## src/rcc_pkg.sv

```systemverilog
/*
  Package for the reversible wrap counter: register map, field positions,
  reset values and the carrier structs shared by the top and its helpers.
  Assumes a 32-bit APB master and a scan controller that pulses one
  execution strobe per program scan.
*/
// Functional notes
// - Count-up input rising since last execution adds one to the present value.
// - Count-down input rising since last execution subtracts one from present value.
// - Both inputs rising since last execution leaves present value unchanged.
// - No rising input, steady or falling, leaves present value unchanged.
// - Decrement from zero loads set value; completion holds until next decrement.
// - Increment past set value loads zero; completion holds until next increment.
// - Rising reset input clears present value to zero.
// - While reset input is on, counts are ignored; counting resumes after release.
// - Present value is kept in interlocked sections and across power loss; here power-on reset (rst_n_i) clears it to zero.
// - Non-BCD set value raises error flag; counting continues, result not guaranteed.
// - Non-BCD or out-of-area indirect address word also raises error flag.
package rcc_pkg;

  localparam int unsigned DIGITS = 4;
  localparam int unsigned PV_W = 16;

  localparam logic [7:0] OFS_SET_VALUE = 8'h00;
  localparam logic [7:0] OFS_IND_ADDR = 8'h04;
  localparam logic [7:0] OFS_PRESENT = 8'h08;
  localparam logic [7:0] OFS_IRQ_STATUS = 8'h0c;
  localparam logic [7:0] OFS_IRQ_CLEAR = 8'h10;
  localparam logic [7:0] OFS_IRQ_ENABLE = 8'h14;

  localparam int unsigned IND_EN_BIT = 16;
  localparam int unsigned PRS_COMP_BIT = 16;
  localparam int unsigned PRS_ERR_BIT = 17;

  localparam int unsigned IRQ_N = 3;
  localparam int unsigned IRQ_WRAP_UP = 0;
  localparam int unsigned IRQ_WRAP_DN = 1;
  localparam int unsigned IRQ_ERROR = 2;

  localparam logic [PV_W-1:0] SV_RESET = 16'h0000;
  localparam logic [PV_W:0] IND_RESET = 17'h00000;
  localparam logic [PV_W-1:0] PV_ZERO = 16'h0000;
  localparam logic [IRQ_N-1:0] IRQ_RESET = 3'h0;
  // Highest legal indirect word address, in BCD
  localparam logic [PV_W-1:0] IND_AREA_MAX = 16'h6143;

  typedef struct packed {
    logic [31:0] paddr;
    logic psel;
    logic penable;
    logic pwrite;
    logic [31:0] pwdata;
  } rcc_apb_req_t;

  typedef struct packed {
    logic [31:0] prdata;
    logic pready;
    logic pslverr;
  } rcc_apb_rsp_t;

  typedef struct packed {
    logic [PV_W-1:0] pv;
    logic up_prev;
    logic dn_prev;
    logic comp;
    logic comp_up;
    logic err;
    logic [PV_W-1:0] sv;
    logic [PV_W:0] ind;
    logic [IRQ_N-1:0] irq_stat;
    logic [IRQ_N-1:0] irq_en;
    logic [31:0] prdata;
    logic pslverr;
  } rcc_state_t;

endpackage

```

## src/rcc_bcd_check.sv

```systemverilog
/*
  BCD validity check of a four-digit word.
  Purely combinational; the caller decides when the answer matters.
*/
`timescale 1ns/100ps
module rcc_bcd_check (
  input wire logic [rcc_pkg::PV_W-1:0] word_i,
  output logic valid_o
);

  logic [rcc_pkg::DIGITS-1:0] digit_ok;

  genvar g;
  generate
    for (g = 0; g < rcc_pkg::DIGITS; g++) begin : g_digit
      assign digit_ok[g] = (word_i[4*g +: 4] <= 4'h9);
    end
  endgenerate

  assign valid_o = &digit_ok;

endmodule

```

## src/rcc_bcd_step.sv

```systemverilog
/*
  Four-digit BCD increment and decrement, both results at once.
  Assumes a valid BCD operand; a non-BCD digit gives an unspecified result.
*/
`timescale 1ns/100ps
module rcc_bcd_step (
  input wire logic [rcc_pkg::PV_W-1:0] value_i,
  output logic [rcc_pkg::PV_W-1:0] inc_o,
  output logic [rcc_pkg::PV_W-1:0] dec_o
);

  logic [rcc_pkg::DIGITS:0] carry;
  logic [rcc_pkg::DIGITS:0] borrow;

  assign carry[0] = 1'b1;
  assign borrow[0] = 1'b1;

  genvar g;
  generate
    for (g = 0; g < rcc_pkg::DIGITS; g++) begin : g_digit
      logic [3:0] d;
      assign d = value_i[4*g +: 4];
      // Digit carry at nine, borrow at zero
      assign carry[g+1] = carry[g] & (d == 4'h9);
      assign borrow[g+1] = borrow[g] & (d == 4'h0);
      assign inc_o[4*g +: 4] = !carry[g] ? d : ((d == 4'h9) ? 4'h0 : 4'(d + 4'h1));
      assign dec_o[4*g +: 4] = !borrow[g] ? d : ((d == 4'h0) ? 4'h9 : 4'(d - 4'h1));
    end
  endgenerate

endmodule

```

## src/rcc_updown_wrap_counter.sv

```systemverilog
/*
  Reversible wrap counter evaluated once per program scan, with APB
  register access and a level interrupt.
  Assumes scan_exec_i is a one-cycle strobe per execution and the count
  and reset inputs are stable, synchronous levels sampled on that strobe.
*/
// Register access over APB and the register offsets were chosen for this implementation.
`timescale 1ns/100ps
module rcc_updown_wrap_counter (
  input wire logic core_clk_i,
  input wire logic rst_n_i,
  input wire logic scan_exec_i,
  input wire logic interlock_i,
  input wire logic count_up_input_i,
  input wire logic count_down_input_i,
  input wire logic count_reset_i,
  input wire rcc_pkg::rcc_apb_req_t apb_req_i,
  output rcc_pkg::rcc_apb_rsp_t apb_rsp_o,
  output logic [rcc_pkg::PV_W-1:0] present_value_o,
  output logic completion_o,
  output logic error_flag_o,
  output logic irq_o
);

  rcc_pkg::rcc_state_t s_q;
  rcc_pkg::rcc_state_t s_d;

  logic [rcc_pkg::PV_W-1:0] pv_inc;
  logic [rcc_pkg::PV_W-1:0] pv_dec;
  logic sv_ok;
  logic ind_ok;
  logic exec;
  logic up_rise;
  logic dn_rise;
  logic wrap_up;
  logic wrap_dn;
  logic err_now;
  logic ind_bad;
  logic setup;
  logic wr_acc;
  logic [7:0] addr;
  logic [rcc_pkg::IRQ_N-1:0] irq_set;
  logic [rcc_pkg::IRQ_N-1:0] irq_clr;

  rcc_bcd_step u_step (
    .value_i(s_q.pv),
    .inc_o(pv_inc),
    .dec_o(pv_dec)
  );

  rcc_bcd_check u_sv_check (
    .word_i(s_q.sv),
    .valid_o(sv_ok)
  );

  rcc_bcd_check u_ind_check (
    .word_i(s_q.ind[rcc_pkg::PV_W-1:0]),
    .valid_o(ind_ok)
  );

  // An interlocked scan is not an execution: all count state just holds
  assign exec = scan_exec_i & !interlock_i;
  assign up_rise = count_up_input_i & !s_q.up_prev;
  assign dn_rise = count_down_input_i & !s_q.dn_prev;
  // Greater-or-equal covers a set value lowered below the present value
  assign wrap_up = exec & !count_reset_i & up_rise & !dn_rise & (s_q.pv >= s_q.sv);
  assign wrap_dn = exec & !count_reset_i & dn_rise & !up_rise & (s_q.pv == rcc_pkg::PV_ZERO);
  assign ind_bad = s_q.ind[rcc_pkg::IND_EN_BIT] &
                   (!ind_ok | (s_q.ind[rcc_pkg::PV_W-1:0] > rcc_pkg::IND_AREA_MAX));
  assign err_now = !sv_ok | ind_bad;

  assign setup = apb_req_i.psel & !apb_req_i.penable;
  assign wr_acc = apb_req_i.psel & apb_req_i.penable & apb_req_i.pwrite;
  assign addr = apb_req_i.paddr[7:0];

  always_comb begin
    irq_set = '0;
    irq_set[rcc_pkg::IRQ_WRAP_UP] = wrap_up;
    irq_set[rcc_pkg::IRQ_WRAP_DN] = wrap_dn;
    irq_set[rcc_pkg::IRQ_ERROR] = exec & err_now;
    irq_clr = '0;
    if (wr_acc && addr == rcc_pkg::OFS_IRQ_CLEAR) begin
      irq_clr = apb_req_i.pwdata[rcc_pkg::IRQ_N-1:0];
    end
  end

  always_comb begin
    s_d = s_q;
    if (exec) begin
      s_d.up_prev = count_up_input_i;
      s_d.dn_prev = count_down_input_i;
      s_d.err = err_now;
      if (count_reset_i) begin
        // Held at zero for as long as the reset input stays on
        s_d.pv = rcc_pkg::PV_ZERO;
        s_d.comp = 1'b0;
        s_d.comp_up = 1'b0;
      end else if (up_rise && dn_rise) begin
        s_d.pv = s_q.pv;
      end else if (up_rise) begin
        if (wrap_up) begin
          s_d.pv = rcc_pkg::PV_ZERO;
          s_d.comp = 1'b1;
          s_d.comp_up = 1'b1;
        end else begin
          s_d.pv = pv_inc;
          if (s_q.comp_up) begin
            s_d.comp = 1'b0;
          end
        end
      end else if (dn_rise) begin
        if (wrap_dn) begin
          // A non-BCD set value is loaded as is
          s_d.pv = s_q.sv;
          s_d.comp = 1'b1;
          s_d.comp_up = 1'b0;
        end else begin
          s_d.pv = pv_dec;
          if (!s_q.comp_up) begin
            s_d.comp = 1'b0;
          end
        end
      end else begin
        s_d.pv = s_q.pv;
      end
    end

    // Set wins over a clear in the same cycle
    s_d.irq_stat = (s_q.irq_stat & ~irq_clr) | irq_set;

    if (wr_acc) begin
      unique case (addr)
        rcc_pkg::OFS_SET_VALUE: begin
          s_d.sv = apb_req_i.pwdata[rcc_pkg::PV_W-1:0];
        end
        rcc_pkg::OFS_IND_ADDR: begin
          s_d.ind = apb_req_i.pwdata[rcc_pkg::PV_W:0];
        end
        rcc_pkg::OFS_IRQ_ENABLE: begin
          s_d.irq_en = apb_req_i.pwdata[rcc_pkg::IRQ_N-1:0];
        end
        default: begin
        end
      endcase
    end

    // Read data and error are prepared in setup so the access needs no wait
    if (setup) begin
      s_d.prdata = '0;
      s_d.pslverr = 1'b0;
      unique case (addr)
        rcc_pkg::OFS_SET_VALUE: begin
          s_d.prdata[rcc_pkg::PV_W-1:0] = s_q.sv;
        end
        rcc_pkg::OFS_IND_ADDR: begin
          s_d.prdata[rcc_pkg::PV_W:0] = s_q.ind;
        end
        rcc_pkg::OFS_PRESENT: begin
          s_d.prdata[rcc_pkg::PV_W-1:0] = s_q.pv;
          s_d.prdata[rcc_pkg::PRS_COMP_BIT] = s_q.comp;
          s_d.prdata[rcc_pkg::PRS_ERR_BIT] = s_q.err;
          s_d.pslverr = apb_req_i.pwrite;
        end
        rcc_pkg::OFS_IRQ_STATUS: begin
          s_d.prdata[rcc_pkg::IRQ_N-1:0] = s_q.irq_stat;
          s_d.pslverr = apb_req_i.pwrite;
        end
        rcc_pkg::OFS_IRQ_CLEAR: begin
          s_d.pslverr = !apb_req_i.pwrite;
        end
        rcc_pkg::OFS_IRQ_ENABLE: begin
          s_d.prdata[rcc_pkg::IRQ_N-1:0] = s_q.irq_en;
        end
        default: begin
          s_d.pslverr = 1'b1;
        end
      endcase
    end
  end

  // Power-on reset clears the count; the reset input and an up wrap also zero it
  always_ff @(posedge core_clk_i or negedge rst_n_i) begin
    if (!rst_n_i) begin
      s_q.pv <= rcc_pkg::PV_ZERO;
      s_q.up_prev <= 1'b0;
      s_q.dn_prev <= 1'b0;
      s_q.comp <= 1'b0;
      s_q.comp_up <= 1'b0;
      s_q.err <= 1'b0;
      s_q.sv <= rcc_pkg::SV_RESET;
      s_q.ind <= rcc_pkg::IND_RESET;
      s_q.irq_stat <= rcc_pkg::IRQ_RESET;
      s_q.irq_en <= rcc_pkg::IRQ_RESET;
      s_q.prdata <= 32'h00000000;
      s_q.pslverr <= 1'b0;
    end else begin
      s_q <= s_d;
    end
  end

  assign apb_rsp_o.prdata = s_q.prdata;
  assign apb_rsp_o.pready = 1'b1;
  assign apb_rsp_o.pslverr = s_q.pslverr;
  assign present_value_o = s_q.pv;
  assign completion_o = s_q.comp;
  assign error_flag_o = s_q.err;
  assign irq_o = |(s_q.irq_stat & s_q.irq_en);

  chk_up_step: assert property (@(posedge core_clk_i) disable iff (!rst_n_i)
    exec && up_rise && !dn_rise && !count_reset_i && s_q.pv < s_q.sv |=> s_q.pv == $past(pv_inc))
    else $error("Increment did not add one");

  chk_down_step: assert property (@(posedge core_clk_i) disable iff (!rst_n_i)
    exec && dn_rise && !up_rise && !count_reset_i && s_q.pv != 16'h0000 |=> s_q.pv == $past(pv_dec))
    else $error("Decrement did not subtract one");

  chk_both_rise: assert property (@(posedge core_clk_i) disable iff (!rst_n_i)
    exec && up_rise && dn_rise && !count_reset_i |=> $stable(s_q.pv) && $stable(s_q.comp))
    else $error("Simultaneous edges changed the count");

  chk_no_edge: assert property (@(posedge core_clk_i) disable iff (!rst_n_i)
    !(exec && (up_rise || dn_rise || count_reset_i)) |=> $stable(s_q.pv))
    else $error("Count changed without an edge");

  chk_down_wrap: assert property (@(posedge core_clk_i) disable iff (!rst_n_i)
    exec && dn_rise && !up_rise && !count_reset_i && s_q.pv == 16'h0000
    |=> s_q.pv == $past(s_q.sv) && completion_o && !s_q.comp_up)
    else $error("Down wrap did not load set value");

  chk_up_wrap: assert property (@(posedge core_clk_i) disable iff (!rst_n_i)
    exec && up_rise && !dn_rise && !count_reset_i && s_q.pv >= s_q.sv
    |=> s_q.pv == 16'h0000 && completion_o && s_q.comp_up && s_q.irq_stat[0])
    else $error("Up wrap did not return to zero");

  chk_reset_hold: assert property (@(posedge core_clk_i) disable iff (!rst_n_i)
    exec && count_reset_i |=> s_q.pv == 16'h0000 && !completion_o)
    else $error("Reset input did not clear count");

  chk_reset_block: assert property (@(posedge core_clk_i) disable iff (!rst_n_i)
    count_reset_i && s_q.pv == 16'h0000 |=> s_q.pv == 16'h0000)
    else $error("Counted while reset input on");

  chk_interlock_hold: assert property (@(posedge core_clk_i) disable iff (!rst_n_i)
    interlock_i [*2] |-> $stable(s_q.pv) && $stable(s_q.up_prev) && $stable(s_q.dn_prev))
    else $error("Count moved while interlocked");

  chk_sv_error: assert property (@(posedge core_clk_i) disable iff (!rst_n_i)
    exec && !sv_ok |=> error_flag_o && s_q.irq_stat[2])
    else $error("Bad set value not flagged");

  chk_ind_error: assert property (@(posedge core_clk_i) disable iff (!rst_n_i)
    exec && s_q.ind[16] && s_q.ind[15:0] > 16'h6143 |=> error_flag_o)
    else $error("Bad indirect address not flagged");

  chk_error_clean: assert property (@(posedge core_clk_i) disable iff (!rst_n_i)
    exec && sv_ok && !s_q.ind[16] |=> !error_flag_o)
    else $error("Error flag raised without cause");

  // Edge memory and completion ownership
  chk_edge_memory: assert property (@(posedge core_clk_i) disable iff (!rst_n_i)
    exec |=> s_q.up_prev == $past(count_up_input_i) && s_q.dn_prev == $past(count_down_input_i))
    else $error("Edge memory not updated at execution");

  chk_dn_comp_clear: assert property (@(posedge core_clk_i) disable iff (!rst_n_i)
    exec && dn_rise && !up_rise && !count_reset_i && s_q.pv != 16'h0000 && !s_q.comp_up |=> !completion_o)
    else $error("Decrement left down wrap flag set");

  chk_up_comp_clear: assert property (@(posedge core_clk_i) disable iff (!rst_n_i)
    exec && up_rise && !dn_rise && !count_reset_i && s_q.pv < s_q.sv && s_q.comp_up |=> !completion_o)
    else $error("Increment left up wrap flag set");

  chk_up_comp_keep: assert property (@(posedge core_clk_i) disable iff (!rst_n_i)
    exec && up_rise && !dn_rise && !count_reset_i && s_q.pv < s_q.sv && !s_q.comp_up |=> $stable(completion_o))
    else $error("Increment disturbed down wrap flag");

  chk_dn_comp_keep: assert property (@(posedge core_clk_i) disable iff (!rst_n_i)
    exec && dn_rise && !up_rise && !count_reset_i && s_q.pv != 16'h0000 && s_q.comp_up |=> $stable(completion_o))
    else $error("Decrement disturbed up wrap flag");

  chk_dn_wrap_stat: assert property (@(posedge core_clk_i) disable iff (!rst_n_i)
    wrap_dn |=> s_q.irq_stat[rcc_pkg::IRQ_WRAP_DN])
    else $error("Down wrap not recorded in status");

  chk_interlock_flags: assert property (@(posedge core_clk_i) disable iff (!rst_n_i)
    interlock_i |=> $stable(s_q.comp) && $stable(s_q.err))
    else $error("Flags moved while interlocked");

  // Register path checks
  chk_sv_write: assert property (@(posedge core_clk_i) disable iff (!rst_n_i)
    wr_acc && addr == rcc_pkg::OFS_SET_VALUE |=> s_q.sv == $past(apb_req_i.pwdata[rcc_pkg::PV_W-1:0]))
    else $error("Set value write not taken");

  chk_ind_write: assert property (@(posedge core_clk_i) disable iff (!rst_n_i)
    wr_acc && addr == rcc_pkg::OFS_IND_ADDR |=> s_q.ind == $past(apb_req_i.pwdata[rcc_pkg::PV_W:0]))
    else $error("Indirect word write not taken");

  chk_pv_readout: assert property (@(posedge core_clk_i) disable iff (!rst_n_i)
    setup && addr == rcc_pkg::OFS_PRESENT |=> apb_rsp_o.prdata[rcc_pkg::PV_W-1:0] == $past(s_q.pv))
    else $error("Present value read back wrong");

  chk_flag_readout: assert property (@(posedge core_clk_i) disable iff (!rst_n_i)
    setup && addr == rcc_pkg::OFS_PRESENT |=> apb_rsp_o.prdata[rcc_pkg::PRS_ERR_BIT] == $past(s_q.err)
    && apb_rsp_o.prdata[rcc_pkg::PRS_COMP_BIT] == $past(s_q.comp))
    else $error("Flags read back wrong");

  chk_ind_nonbcd: assert property (@(posedge core_clk_i) disable iff (!rst_n_i)
    exec && s_q.ind[rcc_pkg::IND_EN_BIT] && !ind_ok |=> error_flag_o)
    else $error("Non-BCD indirect word not flagged");

  chk_stat_clear: assert property (@(posedge core_clk_i) disable iff (!rst_n_i)
    wr_acc && addr == rcc_pkg::OFS_IRQ_CLEAR && !exec
    |=> (s_q.irq_stat & $past(apb_req_i.pwdata[rcc_pkg::IRQ_N-1:0])) == 3'h0)
    else $error("Status bits not cleared");

endmodule

```

## config.mk

```make
export PLATFORM = sky130hd
export DESIGN_NAME = rcc_updown_wrap_counter
export DESIGN_NICKNAME = d
export VERILOG_FILES = /design/src/rcc_pkg.sv /design/src/rcc_bcd_check.sv /design/src/rcc_bcd_step.sv /design/src/rcc_updown_wrap_counter.sv
export SDC_FILE = /design/constraint.sdc
export NUM_CORES = 1
export LEC_CHECK = 0
export ABC_AREA = 1
export ABC_CLOCK_PERIOD_IN_PS = 4300
export BUFFER_PORTS_ARGS = -buffer_cell sky130_fd_sc_hd__buf_2
export CAP_MARGIN = 10
export CORE_UTILIZATION = 35
export CTS_BUF_LIST = sky130_fd_sc_hd__clkbuf_8
export CTS_CLUSTER_DIAMETER = 120
export DETAILED_ROUTE_END_ITERATION = 12
export PLACE_DENSITY = 0.56
export SLEW_MARGIN = 20
export SYNTH_ARGS = -nofsm -noshare
export SYNTH_HDL_FRONTEND = slang
export SYNTH_HIERARCHICAL = 1
export SYNTH_SLANG_ARGS = --single-unit
```

## constraint.sdc

```tcl
create_clock -name core_clk_i -period 4.3 [get_ports core_clk_i]
set_input_delay 0.86 -clock core_clk_i [delete_from_list [all_inputs] [get_ports core_clk_i]]
set_output_delay 0.86 -clock core_clk_i [all_outputs]
set_load 0.005 [all_outputs]
```

==> metrics.cfg <==
[setup_path]
crit_end = s_q[69]$_DFFE_PN0P_
worstPathCellList = buf_2 > nor2_1 > nand2_1 > inv_1 > nand4_1 > inv_2 > nand2_1 > nand2_1 > o21ai_1
r2r_start = present_value_o[0]$_DFFE_PN0P_
setup.worst_path.start = apb_req_i[42]
worst-path-buf-inv = 3
rrSetupSlack_ns = 1.73
critical_path.top_delay_family = simple AND/OR/NAND/NOR gates
reg2reg_to = present_value_o[5]$_DFFE_PN0P_
worst-path-max-fanout = 32
cp_common_cell = sky130_fd_sc_hd__nand2_1
reg2regPathDepth = 15
worstSetupStartpointType = primary input
worst-endpoint-arrival_ns = 2.93
path_class = in2reg
critical_path_depth = 9
critPathCaptureType = flip-flop
worst-endpoint-required_ns = 4.52
critical_path.max_stage_delay_ns = 0.67
critical-path-slowest-cell = sky130_fd_sc_hd__nand2_1

[cts]
clock_sinks = 79
postCtsSetupRepairBufs = 0
hold_buffers = 0
ctsLongestPathBuffers = 2
clk-insertion-delay-late_ns = 0.38
cts.htree.levels = 3
cts_tree = built
cts-buffers-inserted = 9
worst_setup_hold_path_clk_slew_ns = 0.08
cts-resized-gates = 0
clk_root_buffer_cell = sky130_fd_sc_hd__clkbuf_8

[cells_and_area]
final_design_area_no_fill_um2 = 6200
n_antenna_cell = 0
final_net_count = 984
n_fill_cell = 1750
flow.area_growth_from_synthesis_pct = 6.54
drive_above_1_share_pct = 15.8

[yosys]
syn-cell-area_um2 = 5820
synth_enable_flop_cells = 0
cell_taking_the_most_area_after_synthesis = sky130_fd_sc_hd__dfrtp_1
async_reset_ff_share_pct = 100
mean_instance_size_in_the_synthesized_netlist_um2 = 6.69
synth_warnings = 6
ys_types = 35
synthMostInstantiatedCell = sky130_fd_sc_hd__nand2_1
ys_ff_latch = 79
yosys-top-cells-count = sky130_fd_sc_hd__nand2_1, sky130_fd_sc_hd__inv_1, sky130_fd_sc_hd__dfrtp_1
post-synth-top-area-fraction_pct = 34.0
seq_area_frac_synth_pct = 34.0
synth_flop_cell = sky130_fd_sc_hd__dfrtp_1
syn-instance-count = 870
synth_top_cells_by_area = sky130_fd_sc_hd__dfrtp_1, sky130_fd_sc_hd__nand2_1, sky130_fd_sc_hd__buf_4

[detailed_routing]
detail-route-antenna-nets = 0
drt_first_pass_iters = 5
wl_per_cell_um = 14.0
routed_via_density = 4.82
num_vias = 5375
drc = 0
drt_iter0_drc = 287
drt-total-wl_um = 15700

[pwr]
power.leakage_nw = 3.27
cell_internal_pwr_w = 0.00151
power.share.sequential_pct = 36.1
irDropWorstVdd_uv = 163
power_density_nw_per_um2 = 452
combinationalPowerShare_pct = 45.8
power.net_switching_w = 0.00129
clock_group_share_of_total_power_pct = 18.0
netSwitchingFraction_pct = 46.1
fin_total_pwr_w = 0.00280

[flow_run]
drv_cap = 0

[timing]
postLayoutSetupSlackWorst_ns = 1.58
clock.fmax_mhz = 368
slew_headroom_pct = 29.6
grt_setup_unrepaired = false
slew_at_the_pin_with_the_worst_max_slew_slack_ns = 1.05
period_minus_slack_ns = 2.72
hold_violations = 0
clock_skew_ns = 0.0145
fin_crit_sh_pct = 63.2
setup_violations = 0
setup-tns-final_ns = 0
timing.final.max_slew_violations = 0

[placed_design]
post-place-ws_ns = 1.24
place.gp.congestion = 0.829
port_buffer_count = 72
detailed_placement_wirelength_estimate_um = 11700
placedInstanceArea_um2 = 6020

[floorplanning]
num_io_pins = 127
dieHeight_um = 131
design.die.area_um2 = 17100
core.rowCount = 46
start_util_pct = 36.2
coreArea_um2 = 16100
dieWidth_um = 131

[run_status]
run_status = complete, no violations

[grt]
grt_pass1_wl_um = 25100
antenna_found_initial = 0
globalRouteOverflowTotal = 0
grt_usage_pct = 19.4
grt_pass1_vias = 4715
grt_max_degree = 80

[worst_hold_path]
hold_class = reg2reg

==> layout by cell type, fill, tap and decap left out, drive strengths merged <==
master,count
nand3,56
xor2,6
inv,109
o22ai,1
buf,74
o21a,1
ha,16
nand2,301
clkbuf,10
o211ai,1
nand4,24
clkinv,3
a31oi,2
o21ai,92
nor3,9
a211oi,1
conb,15
o31ai,1
a21oi,31
clkinvlp,2
nor4,3
dfrtp,79
nor2,60
mux2,1
a311oi,1
==> power groups by stage <==
stage	Combinational, W	Clock (W)	Sequential, W
6_report	0.00128	0.000506	0.00101
4_1_cts	0.00129	0.000527	0.00101
3_3_place_gp	0.00127	0	0.00103
5_1_grt	0.00151	0.000557	0.00103
3_5_place_dp	0.00129	0	0.00103
2_1_floorplan	0.00109	0	0.000953
==> metrics by stage <==
stage	utilization, %	instances	hold WS, ns
2_1_floorplan	-	883	0.450
3_3_place_gp	37.5	1099	0.467
3_5_place_dp	37.5	1099	0.474
4_1_cts	38.6	1115	0.495
5_1_grt	38.6	1115	0.509
6_report	38.6	1115	0.486
==> worst reg2reg max path: stages (launching register included) <==
cell and delay, ns:
sky130_fd_sc_hd__dfrtp_1 0.66, sky130_fd_sc_hd__inv_1 0.10, sky130_fd_sc_hd__ha_1 0.30, sky130_fd_sc_hd__nand2_1 0.06, sky130_fd_sc_hd__nor2_1 0.04, sky130_fd_sc_hd__nor2_1 0.08
sky130_fd_sc_hd__nand2_1 0.05, sky130_fd_sc_hd__nand2_1 0.05, sky130_fd_sc_hd__nand2_1 0.06, sky130_fd_sc_hd__nand2_1 0.06, sky130_fd_sc_hd__nand2_1 0.04, sky130_fd_sc_hd__nand2_1 0.61
sky130_fd_sc_hd__nand3_1 0.17, sky130_fd_sc_hd__nand2_1 0.10, sky130_fd_sc_hd__nand2_1 0.05, sky130_fd_sc_hd__nand2_1 0.08
==> metal layers <==
layer,track usage (%),vias up,wire (um)
li1,-,2773,-
met1,28.6,2476,7940
met5,0,-,0
met3,4.03,10,694
met2,28.8,116,6860
met4,4.67,0,176
==> sequential cells by signal, summed over array words and instances, names as in the netlist <==
signal,count
apb_rsp_o,19
completion_o,1
s_q,42
present_value_o,16
error_flag_o,1
==> kinds of logic (layout without fill, tap and decap cells) <==
family,after synthesis,after routing,synth area share (%)
AOI/OAI and AO/OA,131,131,11.8
xor gates and xnor gates,6,6,0.903
adders and majority gates,16,16,3.44
buffers and inverters,182,198,15.5
DFF,79,79,34.0
muxes,1,1,0.194
other,2,15,0.129
and+or+nand+nor,453,453,34.1
==> layout make-up <==
cell class	instances	area (um2)	share of cell area, %
clock buffers	10	138	2.22
clock inverters	6	37.5	0.606
inverters	108	405	6.54
multi-input cells	622	2990	48.2
flip-flops and latches	79	1980	31.9
well taps	216	270	4.36
repair buffers	74	382	6.16
==> worst min path at each step <==
| stage | start | endpoint | slack [ns] | depth (start not counted) |
|---|---|---|---|---|
| finish | s_q[73]$_DFFE_PN0P_ | s_q[73]$_DFFE_PN0P_ | 0.49 | 2 |
| global route | apb_rsp_o[15]$_DFFE_PN0P_ | apb_rsp_o[15]$_DFFE_PN0P_ | 0.51 | 2 |
| CTS | apb_rsp_o[11]$_DFFE_PN0P_ | apb_rsp_o[11]$_DFFE_PN0P_ | 0.49 | 2 |
| detailed placement | apb_rsp_o[11]$_DFFE_PN0P_ | apb_rsp_o[11]$_DFFE_PN0P_ | 0.47 | 2 |
| global placement | apb_rsp_o[11]$_DFFE_PN0P_ | apb_rsp_o[11]$_DFFE_PN0P_ | 0.47 | 2 |
| floorplan | apb_rsp_o[8]$_DFFE_PN0P_ | apb_rsp_o[8]$_DFFE_PN0P_ | 0.45 | 2 |
Power figures use the tool's default switching activity.
